--- src/hw/ocs_map.svh ---
// constants for the output channel supervisor: sizes, encodings, reset values, timing
// assumes a 20 MHz core clock and eight output channels
// What this block does
// - with short detection enabled, any load short raises one unit-wide error
// - with short detection disabled, load shorts never raise an error
// - automatic restart clears the short error once the short disappears
// - manual restart keeps the short error until short detection is disabled or the next power-up reset
// - fault and idle output settings apply only under handheld priority
// - each channel counts how often its output is switched on
// - with counter check enabled, count above threshold raises a channel error
// - threshold setting 1 to 65000 means that many thousand operations
// - each channel count is written to non-volatile storage once per hour
// - after power-up each count resumes from its last saved value
`ifndef OCS_MAP_SVH
`define OCS_MAP_SVH

`define OCS_NUM_CH        8
`define OCS_CH_W          3
`define OCS_CNT_W         32
`define OCS_THR_W         16
`define OCS_MODE_W        2
`define OCS_TMR_W         40

// output mode encodings, clear is the default
`define OCS_MODE_CLEAR    2'h0
`define OCS_MODE_HOLD     2'h1
`define OCS_MODE_FORCE    2'h2

// threshold range and scale (1 .. 65000, times 1000)
`define OCS_THR_MIN       16'h0001
`define OCS_THR_MAX       16'hfde8
`define OCS_THR_SCALE     32'h0000_03e8

// reset values
`define OCS_RST_DRIVE     8'h00
`define OCS_RST_COUNT     32'h0000_0000

// save period in seconds (3600) and clock rate in hertz (20e6)
`define OCS_SAVE_PERIOD_S 64'h0000_0000_0000_0e10
`define OCS_CLK_HZ        64'h0000_0000_0131_2d00
`define OCS_SAVE_CYCLES   (`OCS_SAVE_PERIOD_S * `OCS_CLK_HZ)

`endif

--- src/hw/ocs_pkg.sv ---
// types shared by the output channel supervisor modules
// assumes ocs_map.svh is on the include path
`include "ocs_map.svh"

package ocs_pkg;

  typedef enum logic [1:0] {
    OCS_SEQ_RESTORE = 2'b00,
    OCS_SEQ_RUN     = 2'b01,
    OCS_SEQ_SAVE    = 2'b10
  } ocs_seq_t;

  // state of the top module
  typedef struct packed {
    ocs_seq_t                  seq;
    logic [`OCS_CH_W-1:0]      ch;
    logic [`OCS_TMR_W-1:0]     tmr;
    logic [`OCS_NUM_CH-1:0]    drive;
    logic [`OCS_NUM_CH-1:0]    forced;
    logic                      short_err;
    logic [`OCS_NUM_CH-1:0]    open_err;
    logic [`OCS_CNT_W-1:0]     nv_data;
  } ocs_top_t;

  // state of one channel counter
  typedef struct packed {
    logic [`OCS_CNT_W-1:0]     count;
    logic                      err;
  } ocs_cnt_t;

endpackage

--- src/hw/ocs_cnt_if.sv ---
// carrier between the sequencer and one channel counter
// assumes both ends share core_clk
`timescale 1ns/10ps
`include "ocs_map.svh"

interface ocs_cnt_if;
  logic                    on_pulse;
  logic                    load;
  logic [`OCS_CNT_W-1:0]   load_value;
  logic                    check_en;
  logic [`OCS_THR_W-1:0]   threshold;
  logic [`OCS_CNT_W-1:0]   count;
  logic                    error;

  modport ctl (output on_pulse, load, load_value, check_en, threshold, input count, error);
  modport cnt (input on_pulse, load, load_value, check_en, threshold, output count, error);
endinterface

--- src/hw/ocs_sync.sv ---
// two-stage synchroniser for pin inputs
// assumes inputs are asynchronous to core_clk
`timescale 1ns/10ps

module ocs_sync #(
  parameter int W = 1
) (
  input  wire logic         core_clk,
  input  wire logic         reset,
  input  wire logic         clk_en,
  input  wire logic [W-1:0] pin_in,
  output logic      [W-1:0] sync_out
);
  typedef struct packed {
    logic [W-1:0] meta;
    logic [W-1:0] stable;
  } ocs_sync_st_t;

  ocs_sync_st_t s_q;
  ocs_sync_st_t s_d;

  // meta feeds only the second stage
  always_comb begin
    s_d.meta   = pin_in;
    s_d.stable = s_q.meta;
  end

  always_ff @(posedge core_clk or posedge reset) begin
    if (reset) begin
      s_q <= '0;
    end else if (clk_en) begin
      s_q <= s_d;
    end
  end

  assign sync_out = s_q.stable;
endmodule // ocs_sync

--- src/hw/ocs_chan_counter.sv ---
// on-operation counter for one output channel with threshold error
// assumes the sequencer drives the ctl end of the carrier
`timescale 1ns/10ps
`include "ocs_map.svh"

module ocs_chan_counter
  import ocs_pkg::*;
(
  input  wire logic  core_clk,
  input  wire logic  reset,
  input  wire logic  clk_en,
  ocs_cnt_if.cnt     cif
);
  ocs_cnt_t               s_q;
  ocs_cnt_t               s_d;
  logic [`OCS_THR_W-1:0]  thr_c;
  logic [`OCS_CNT_W-1:0]  limit;

  // out-of-range settings are clamped rather than disabling the check
  always_comb begin
    if (cif.threshold < `OCS_THR_MIN) begin
      thr_c = `OCS_THR_MIN;
    end else if (cif.threshold > `OCS_THR_MAX) begin
      thr_c = `OCS_THR_MAX;
    end else begin
      thr_c = cif.threshold;
    end
    limit = `OCS_CNT_W'(thr_c) * `OCS_THR_SCALE;
  end

  // restore load beats counting; count saturates instead of wrapping
  always_comb begin
    s_d = s_q;
    if (cif.load) begin
      s_d.count = cif.load_value;
    end else if (cif.on_pulse && (s_q.count != '1)) begin
      s_d.count = s_q.count + `OCS_CNT_W'(1);
    end
    s_d.err = cif.check_en && (s_q.count > limit);
  end

  always_ff @(posedge core_clk or posedge reset) begin
    if (reset) begin
      s_q <= '{count: `OCS_RST_COUNT, err: 1'b0};
    end else if (clk_en) begin
      s_q <= s_d;
    end
  end

  assign cif.count = s_q.count;
  assign cif.error = s_q.err;
endmodule // ocs_chan_counter

--- src/hw/ocs_supervisor.sv ---
// output channel supervisor: output mode selection, short and open
// error reporting, per-channel operation counters with hourly save
// and power-up restore through a simple non-volatile store port
// assumes reset is the power-up reset; comm status and commands are on core_clk,
// sense inputs are asynchronous pins; the store answers each request with a pulse
`timescale 1ns/10ps
`include "ocs_map.svh"

module ocs_supervisor
  import ocs_pkg::*;
#(
  parameter logic [`OCS_TMR_W-1:0] SAVE_CYCLES = `OCS_TMR_W'(`OCS_SAVE_CYCLES)
) (
  input  wire logic                              core_clk,
  input  wire logic                              reset,
  input  wire logic                              clk_en,
  // configuration
  input  wire logic                              load_short_detect_enable,
  input  wire logic                              short_error_restart_mode,
  input  wire logic [`OCS_NUM_CH-1:0]            open_load_detect_enable,
  input  wire logic [`OCS_NUM_CH*`OCS_MODE_W-1:0] comm_fault_output_mode,
  input  wire logic [`OCS_NUM_CH*`OCS_MODE_W-1:0] comm_idle_output_mode,
  input  wire logic                              handheld_priority,
  input  wire logic [`OCS_NUM_CH-1:0]            counter_check_enable,
  input  wire logic [`OCS_NUM_CH*`OCS_THR_W-1:0] counter_threshold,
  // communication status and master output image
  input  wire logic                              comm_fault,
  input  wire logic                              comm_idle,
  input  wire logic [`OCS_NUM_CH-1:0]            out_command,
  // load sensing pins
  input  wire logic                              short_sense,
  input  wire logic [`OCS_NUM_CH-1:0]            open_sense,
  // non-volatile store
  output logic                                   nv_rd_req,
  output logic      [`OCS_CH_W-1:0]              nv_rd_ch,
  input  wire logic                              nv_rd_valid,
  input  wire logic [`OCS_CNT_W-1:0]             nv_rd_data,
  output logic                                   nv_wr_req,
  output logic      [`OCS_CH_W-1:0]              nv_wr_ch,
  output logic      [`OCS_CNT_W-1:0]             nv_wr_data,
  input  wire logic                              nv_wr_ack,
  // outputs and status
  output logic      [`OCS_NUM_CH-1:0]            drive_out,
  output logic      [`OCS_NUM_CH-1:0]            drive_on_forced,
  output logic                                   short_error,
  output logic      [`OCS_NUM_CH-1:0]            open_error,
  output logic      [`OCS_NUM_CH-1:0]            count_error,
  output logic                                   restore_done
);

  ocs_top_t                       s_q;
  ocs_top_t                       s_d;
  logic                           short_now;
  logic [`OCS_NUM_CH-1:0]         open_now;
  logic [`OCS_NUM_CH-1:0]         on_vec;
  logic [`OCS_NUM_CH-1:0]         load_vec;
  logic [`OCS_NUM_CH-1:0]         err_vec;
  logic [`OCS_CNT_W-1:0]          cnt_vec [`OCS_NUM_CH];
  logic                           use_fault;
  logic                           use_idle;
  logic                           last_ch;
  logic [`OCS_CH_W-1:0]           next_ch;

  // sense pins cross into core_clk before anything looks at them
  ocs_sync #(
    .W (`OCS_NUM_CH + 1)
  ) u_sense_sync (
    .core_clk (core_clk),
    .reset    (reset),
    .clk_en   (clk_en),
    .pin_in   ({short_sense, open_sense}),
    .sync_out ({short_now, open_now})
  );

  // one counter per channel, joined through its own carrier
  ocs_cnt_if cif [`OCS_NUM_CH] ();

  generate
    for (genvar i = 0; i < `OCS_NUM_CH; i++) begin : g_ch
      assign cif[i].on_pulse   = on_vec[i];
      assign cif[i].load       = load_vec[i];
      assign cif[i].load_value = nv_rd_data;
      assign cif[i].check_en   = counter_check_enable[i];
      assign cif[i].threshold  = counter_threshold[i*`OCS_THR_W +: `OCS_THR_W];
      assign cnt_vec[i]        = cif[i].count;
      assign err_vec[i]        = cif[i].error;

      ocs_chan_counter u_cnt (
        .core_clk (core_clk),
        .reset    (reset),
        .clk_en   (clk_en),
        .cif      (cif[i])
      );
    end
  endgenerate

  // resolve a channel's mode against its present and held state
  function automatic logic mode_level(
    input logic [`OCS_MODE_W-1:0] mode,
    input logic                   held
  );
    logic lvl;
    case (mode)
      `OCS_MODE_HOLD:  lvl = held;
      `OCS_MODE_FORCE: lvl = 1'b1;
      default:         lvl = 1'b0; // clear, and the unused code
    endcase
    return lvl;
  endfunction

  // fault outranks idle when both are reported at once
  always_comb begin
    use_fault = handheld_priority && comm_fault;
    use_idle  = handheld_priority && !comm_fault && comm_idle;
  end

  // channel walk helpers for restore and save
  always_comb begin
    last_ch = (s_q.ch == `OCS_CH_W'(`OCS_NUM_CH - 1));
    next_ch = s_q.ch + `OCS_CH_W'(1);
  end

  // main next-state logic
  always_comb begin
    s_d      = s_q;
    on_vec   = '0;
    load_vec = '0;

    // output selection; outputs stay off until counts are restored
    for (int i = 0; i < `OCS_NUM_CH; i++) begin
      if (s_q.seq == OCS_SEQ_RESTORE) begin
        s_d.drive[i]  = 1'b0;
        s_d.forced[i] = 1'b0;
      end else if (use_fault) begin
        s_d.drive[i]  = mode_level(comm_fault_output_mode[i*`OCS_MODE_W +: `OCS_MODE_W],
                                   s_q.drive[i]);
        s_d.forced[i] = (comm_fault_output_mode[i*`OCS_MODE_W +: `OCS_MODE_W] == `OCS_MODE_FORCE);
      end else if (use_idle) begin
        s_d.drive[i]  = mode_level(comm_idle_output_mode[i*`OCS_MODE_W +: `OCS_MODE_W],
                                   s_q.drive[i]);
        s_d.forced[i] = (comm_idle_output_mode[i*`OCS_MODE_W +: `OCS_MODE_W] == `OCS_MODE_FORCE);
      end else begin
        s_d.drive[i]  = out_command[i];
        s_d.forced[i] = 1'b0;
      end
      // every off-to-on step of the driven output is one operation
      on_vec[i] = s_d.drive[i] && !s_q.drive[i];
    end

    // unit short error; a new short wins over an automatic clear
    if (!load_short_detect_enable) begin
      s_d.short_err = 1'b0;
    end else if (short_now) begin
      s_d.short_err = 1'b1;
    end else if (!short_error_restart_mode) begin
      s_d.short_err = 1'b0;
    end else begin
      s_d.short_err = s_q.short_err;
    end

    // open load follows the sensed condition per channel
    s_d.open_err = open_load_detect_enable & open_now;

    // save timer runs outside restore; an expiry while a save is still running is skipped, not delayed
    if (s_q.seq != OCS_SEQ_RESTORE) begin
      if (s_q.tmr >= SAVE_CYCLES - `OCS_TMR_W'(1)) begin
        s_d.tmr = '0;
      end else begin
        s_d.tmr = s_q.tmr + `OCS_TMR_W'(1);
      end
    end

    case (s_q.seq)
      OCS_SEQ_RESTORE: begin
        if (nv_rd_valid) begin
          load_vec[s_q.ch] = 1'b1;
          if (last_ch) begin
            s_d.seq = OCS_SEQ_RUN;
            s_d.ch  = '0;
          end else begin
            s_d.ch = next_ch;
          end
        end
      end
      OCS_SEQ_RUN: begin
        if (s_q.tmr >= SAVE_CYCLES - `OCS_TMR_W'(1)) begin
          s_d.seq     = OCS_SEQ_SAVE;
          s_d.ch      = '0;
          s_d.nv_data = cnt_vec[0];
        end
      end
      OCS_SEQ_SAVE: begin
        if (nv_wr_ack) begin
          if (last_ch) begin
            s_d.seq = OCS_SEQ_RUN;
            s_d.ch  = '0;
          end else begin
            s_d.ch      = next_ch;
            s_d.nv_data = cnt_vec[next_ch];
          end
        end
      end
      default: begin
        s_d.seq = OCS_SEQ_RESTORE;
        s_d.ch  = '0;
      end
    endcase
  end

  // power-up reset clears everything, including a latched short error
  always_ff @(posedge core_clk or posedge reset) begin
    if (reset) begin
      s_q <= '{seq:       OCS_SEQ_RESTORE,
               ch:        '0,
               tmr:       '0,
               drive:     `OCS_RST_DRIVE,
               forced:    `OCS_RST_DRIVE,
               short_err: 1'b0,
               open_err:  '0,
               nv_data:   `OCS_RST_COUNT};
    end else if (clk_en) begin
      s_q <= s_d;
    end
  end

  // store handshakes are held levels, data and indices from flops
  assign nv_rd_req       = (s_q.seq == OCS_SEQ_RESTORE);
  assign nv_rd_ch        = s_q.ch;
  assign nv_wr_req       = (s_q.seq == OCS_SEQ_SAVE);
  assign nv_wr_ch        = s_q.ch;
  assign nv_wr_data      = s_q.nv_data;

  assign drive_out       = s_q.drive;
  assign drive_on_forced = s_q.forced;
  assign short_error     = s_q.short_err;
  assign open_error      = s_q.open_err;
  assign count_error     = err_vec;
  assign restore_done    = (s_q.seq != OCS_SEQ_RESTORE);

endmodule // ocs_supervisor

--- config.mk ---
export PLATFORM = sky130hd
export DESIGN_NAME = ocs_supervisor
export DESIGN_NICKNAME = d
export VERILOG_FILES = /design/src/hw/ocs_pkg.sv /design/src/hw/ocs_cnt_if.sv /design/src/hw/ocs_sync.sv /design/src/hw/ocs_chan_counter.sv /design/src/hw/ocs_supervisor.sv
export VERILOG_INCLUDE_DIRS = /design/src /design/src/hw
export SDC_FILE = /design/constraint.sdc
export NUM_CORES = 2
export LEC_CHECK = 0
export ABC_AREA = 1
export ABC_CLOCK_PERIOD_IN_PS = 31000
export BUFFER_PORTS_ARGS = -buffer_cell sky130_fd_sc_hd__buf_2
export CORE_MARGIN = 2
export CORE_UTILIZATION = 58
export CTS_CLUSTER_SIZE = 16
export DETAILED_ROUTE_END_ITERATION = 12
export PLACE_DENSITY = 0.77
export SKIP_LAST_GASP = 1
export SLEW_MARGIN = 20
export SYNTH_ARGS = -nofsm -noshare
export SYNTH_HDL_FRONTEND = slang
export SYNTH_SLANG_ARGS = --single-unit
--- constraint.sdc ---
create_clock -name core_clk -period 31 [get_ports core_clk]
set_input_delay 3.1 -clock core_clk [delete_from_list [all_inputs] [get_ports core_clk]]
set_output_delay 3.1 -clock core_clk [all_outputs]
set_load 0.03 [all_outputs]
Yosys cells after proc, flatten, opt, wreduce, memory -nomap -nowiden
Cells that the tools add are included.
Word-level totals
  input port bits: 235
  bits in registers: 384
  output and inout bits: 74
  word-level logic and storage cells: 299
Cells by class
  bitwise gates (word level): 2
  muxes and demuxes: 117
  equality and inequality tests: 48
  $mul: 8
  reduce and logical (&&, ||, !) cells: 60
  $add $sub $neg: 10
  magnitude comparators: 28
Operator list (count)
  2-to-1 mux 32 bit: 21
  adder 32 x 1 -> 32 bit, second input constant: 8
  greater-than comparator 32 x 26 -> 1 bit: 8
  2-to-1 mux 16 bit: 16
  != test 32 bit, second input constant: 8
  multiplier 16 x 7 -> 23 bit, second input constant: 8
  greater-than comparator 16 bit, second input constant: 8
  less-than comparator 16 x 1 -> 1 bit, second input constant: 8
  binary-select mux 32 bit (select 3 bit): 1
  case mux 32 bit (2 select lines): 1
  2-to-1 mux 1 bit: 52
  adder 40 x 1 -> 40 bit, second input constant: 1
  greater-or-equal comparator 40 x 37 -> 1 bit, second input constant: 1
  2-to-1 mux 40 bit: 1
  == test 2 x 1 -> 1 bit, second input constant: 17
  == test 2 bit, second input constant: 17
  case mux 1 bit (2 select lines): 16
  logical AND 1 bit: 28
  AND reduction 2 bit: 10
  nonzero test 2 bit: 10
  2-to-1 mux 8 bit: 2
  2-to-1 mux 5 bit: 3
  case mux 5 bit (3 select lines): 1
  zero test 1 bit: 9
  16 further kinds: 18

Longest topological paths before layout
  depth after elaboration: 10
  mapped depth: 37
  gate-level depth less buffers: 37

By module
A second synthesis with hierarchy kept.
Second synthesis, totals
  cell total of the unflattened synthesis: 8874
  area, all modules: 59274.3 µm²
By module, submodules not included
  ocs_chan_counter at g_ch[1].u_cnt ...: times used 3, area each 6149.6 µm², cells each 924
  ocs_supervisor: times used 1, area each 9193.8 µm², cells each 1339
  ocs_chan_counter at g_ch[7].u_cnt: times used 1, area each 6200.9 µm², cells each 949
  ocs_chan_counter at g_ch[6].u_cnt: times used 1, area each 6184.7 µm², cells each 936
  ocs_chan_counter at g_ch[0].u_cnt: times used 1, area each 6183.4 µm², cells each 937
  ocs_chan_counter at g_ch[3].u_cnt: times used 1, area each 6182.2 µm², cells each 939
  ocs_chan_counter at g_ch[2].u_cnt: times used 1, area each 6165.9 µm², cells each 925
  ocs_sync: times used 1, area each 714.4 µm², cells each 77

Worst setup path after synthesis
Ideal clock, no wire load.
  kind: input to register
  start point: in counter_threshold[32]
  end point: reg g_ch[2].u_cnt.s_q, in the netlist g_ch[2].u_cnt.cif.error
  data arrival time: 8.342 ns
  stages: 31
  required time: 30.883 ns
  slack: 22.541 ns
  setup time: 0.117 ns
  path through: nor2_1 -> nand2_1 -> a21oi_1 -> o31ai_1 -> nand2_1 -> inv_1 -> nor2_1 -> inv_1 -> fa_1 -> inv_1 -> fa_1 -> inv_1 -> fa_1 -> fa_1 -> inv_1 -> ha_1 -> a21oi_1 -> o21ai_0 -> or2_2 -> nand3_1 -> nand2_1 -> nand3b_1 -> nand2_1 -> nand2_1 -> nand2_1 -> ha_1 -> nand4_1 -> nor4b_1 -> a21oi_1 -> nand2_1 -> nand2_1
On the way
  cells in the longest elaborated chain, start to end: 6
  elaborated cells on any way between the ends: 7
  those cells by class: mul (1); order compare (3); mux (2); reduce/logical (1)
Ends and longest elaborated chain
  start, declared: RTL line ocs_supervisor.sv:25  | input wire logic [`OCS_NUM_CH*`OCS_THR_W-1:0] counter_threshold,
  greater-than comparator 16 bit (no line)
  2-to-1 mux 16 bit: RTL line ocs_chan_counter.sv:23  | end else if (cif.threshold > `OCS_THR_MAX) begin
  2-to-1 mux 16 bit (*): RTL line ocs_chan_counter.sv:21  | if (cif.threshold < `OCS_THR_MIN) begin
  multiplier 16 x 7 -> 23 bit (no line) (*)
  greater-than comparator 32 x 26 -> 1 bit (*): RTL line ocs_chan_counter.sv:39  | s_d.err = cif.check_en && (s_q.count > limit);
  logical AND 1 bit (*): RTL line ocs_chan_counter.sv:39
  end signal, assigned: RTL line ocs_chan_counter.sv:44  | s_q <= '{count: `OCS_RST_COUNT, err: 1'b0};
  end, declared: RTL line ocs_chan_counter.sv:14  | ocs_cnt_t s_q;
Mark *: on every way between the ends. The rest lies on a longest branch, timed or not.
A chain may end at the register's enable or synchronous reset.

Worst setup path in the final report
  start point: in counter_threshold[42]
  end point: reg g_ch[2].u_cnt.s_q, in the netlist g_ch[2].u_cnt.cif.error
Same word-level chain as after synthesis.

==> qor.txt <==
Synth async-reset ratio - 100%
Int Power - 2.56 mW
Synth area leaders - dfrtp_1, fa_1, ha_1
Worst setup path startpoint - counter_threshold[42]
CTS tree - yes
Min Tclk post-route - 8.87 ns
GR peak layer - met2
Post-route design area - 59600 µm²
Hold path cells - 2
Combinational power share - 72.2%
Synth area leader - dfrtp_1
Net switching power - 3.26 mW
Mux cell area share after synthesis - 0%
Register area share after synthesis - 17.2%
Cell Rows - 113
Setup TNS - 0 ns
Total routed wirelength - 190 mm
Drt wl/cell - 20.3 µm
Fmax - 113 MHz
Post-Synth Adder-Cell Area - 30.0%
Syn Inst Count - 7942
Largest family of logic cells by synthesized area - adder cells
Depth of the most critical reg-to-reg path - 11
Io pins - 309
Worst rel slew slack - 22.0%
Top-count cell post-synth - nand2_1
Met2 Resource Use GR - 58.4%
Ys flop type - dfrtp_1
# clock sinks - 384
Hold Startpoint - u_sense_sync.s_d[4]
Post-synth top area share - 17.2%
Max-Cap Viols - 0
Share of cells above drive strength 1 - 5.85%
Placed Area - 57800 µm²
Final Hold Fails - 0
Maximum fanout along the worst path - 6
Distinct cells, synth - 51
Leakage power - 30.0 nW
Cts repair resizes - 0
CP Class - primary input to register
Met3 usage - 6.29%
Power after layout - 5.82 mW
Max Clock Skew - 0.0414 ns
Status - completed
DRT iter0 DRCs - 5979
CP arrival - 9.41 ns
Die height - 315 µm
DRC - 0
Largest net degree at the start of global routing - 138
Power Density - 97.7 nW/µm²
Routed vias - 54300
Die area - 98900 µm²
Final nets - 9342
#FFs+latches synth - 384
Overall routing resource usage - 38.1%
Placer Congestion - 1.04
Clk pwr share - 11.1%
Hold worst-path end - u_sense_sync.s_d[4]
Die Wd - 315 µm
Initial antenna violation count - 14
Top cells by count, synth - nand2_1, inv_1, o21ai_0, ha_1, nor2_1
Clock Pin Slew Worst Setup and Hold Paths - 0.06 ns
Postcts setup bufs - 0
Hold Slack - 0.470 ns
Worst VDD drop - 0.0757 mV
Clock root cell - clkbuf_16
Worst Path Required - 31.53 ns
CP max-delay cell - nor2_1
Core area - 95300 µm²
Synth Area in Compound Gates - 12.6%
Setup crit end kind - register
Final HPWL DP - 151 mm
First-pass GRT wire length - 293 mm
Post-Synth Simple-Gate Area - 24.4%
Synth Area in XOR/XNOR - 4.26%
Synth Cell Area - 55900 µm²
Syn_area_per_cell - 7.04 µm²
CP Launch Type - primary input
Sequential share of power - 16.7%
Antenna-violating nets left - 0
Critical Path Max Stage Delay - 0.59 ns
I/O Buffers - 308
Clock latency on the worst-skew pair - 0.67 ns
Remaining Overflow, GRT - 0
Worst slew pin tran - 1.17 ns
Vias in the first global route - 51700
Post-synth EDFFs - 0
R2R setup slack - 26.36 ns
CP dominant cell by count - inv_1
Sw Ratio - 56.0%
Final setup vio count - 0
Vias per inst - 5.81
Syn Nets - 9260
End of the worst register-to-register path - g_ch[1].u_cnt.cif.count[23]
Cts bufs inserted - 49
Ys Warns - 0
Crit Reg-Reg Startpoint - nv_rd_ch[0]
CTS Buffer Depth - 3
Slew Limit Fails - 0
CTS H-tree lvls - 2
Period Utilization, post-route - 28.6%
Tightest Hold Check Type - register to register
Met1 GRT Util - 53.6%
Cts hold-fix bufs - 0
RSZ-0062 raised after global routing - false
Area grow syn2layout - 6.62%
DRT Pass-1 Iters - 6
Initial core utilization - 58.7%
-- kinds of logic (layout without fill, tap and decap cells) --
| family | count (synthesis) | in the layout |
|---|---|---|
| and+or+nand+nor | 3241 | 3241 |
| DFF | 384 | 384 |
| buffers and inverters | 1633 | 1755 |
| other | 0 | 8 |
| AOI/OAI and AO/OA | 1329 | 1329 |
| adders and majority gates | 1083 | 1083 |
| xor gates and xnor gates | 272 | 272 |
-- how the worst max path moves through the flow --
stage | to | slack [ns] | cells after the start
global placement | g_ch[7].u_cnt.cif.error | 21.81 | 33
finish | g_ch[2].u_cnt.cif.error | 22.13 | 28
detailed placement | g_ch[2].u_cnt.cif.error | 21.57 | 28
CTS | g_ch[2].u_cnt.cif.error | 22.22 | 28
floorplan | drive_on_forced[0] | 17.23 | 1
global route | g_ch[2].u_cnt.cif.error | 21.61 | 30
-- placed cells by master (no fill, tap or decap), types with 8 or more instances in the layout --
cell / Yosys / routed
nand4_1: 151 / 151
nand3_1: 388 / 386
ha_1: 651 / 650
nor3_1: 177 / 177
bufinv_16: 0 / 8
nand2_1: 1783 / 1783
o21ai_1: 11 / 11
o211ai_1: 14 / 14
nand3b_1: 41 / 41
o21ai_0: 720 / 720
nor4_1: 30 / 30
buf_4: 72 / 31
inv_2: 9 / 9
buf_2: 34 / 307
o22ai_1: 16 / 16
o21bai_1: 21 / 21
nor2_1: 627 / 626
o21a_1: 12 / 12
fa_1: 432 / 432
dfrtp_1: 384 / 383
xnor2_1: 98 / 98
clkbuf_16: 0 / 49
a21oi_1: 435 / 435
clkinv_2: 0 / 12
a31oi_1: 34 / 34
inv_1: 1314 / 1311
a211oi_1: 14 / 14
diode_2: 0 / 8
a21o_1: 22 / 22
xor2_1: 174 / 174
or2_2: 15 / 15
-- critical path, delay by kind of cell --
family | cells | cell delay [ns]
adder cells (fa/ha/maj) | 6 | 2.47
AND/OR/NAND/NOR | 12 | 2.32
buffers and inverters | 7 | 0.86
AO/OA/AOI/OAI | 2 | 0.59
XOR/XNOR | 1 | 0.07
-- flip-flops by register name, indices dropped and copies added, names as in the netlist --
register,count
drive_on_forced,8
nv_rd_ch,3
g_ch.u_cnt.cif.error,8
u_sense_sync.s_d,9
open_error,8
g_ch.u_cnt.cif.count,256
drive_out,8
nv_wr_data,32
u_sense_sync.sync_out,9
s_q,42
short_error,1
-- stage by stage --
step | std cells | setup WS [ns] | util [%]
2_1_floorplan | 7942 | 17.23 | -
3_3_place_gp | 9238 | 21.81 | 60.7
3_5_place_dp | 9238 | 21.57 | 60.7
4_1_cts | 9329 | 22.22 | 62.5
5_1_grt | 9331 | 21.61 | 62.6
6_report | 9337 | 22.13 | 62.6
-- layer usage --
layer | share of wire (%) | wire (µm)
met5 | 0.028 | 53
met4 | 4.6 | 8760
met3 | 10 | 19300
met2 | 43 | 81700
met1 | 42 | 79900
-- power by group through the flow --
stage	Combinational, mW	Sequential, mW	Clock [mW]
3_3_place_gp	4.02	0.956	0
3_5_place_dp	4.13	0.958	0
2_1_floorplan	3.17	0.807	0
6_report	4.21	0.972	0.647
4_1_cts	4.16	0.950	0.649
5_1_grt	4.77	0.977	0.667
-- final cells by class --
type                    count  area, µm²
diodes                      8       20.0
clock buffers              61       1340
clock inverters            30        425
fillers                  8950      35700
inverters                1325       4980
multi-input cells        5925      39900
flip-flops and latches    384       9610
well taps                1265       1580
repair buffers            339       1790
Power figures use the tool's default switching activity.
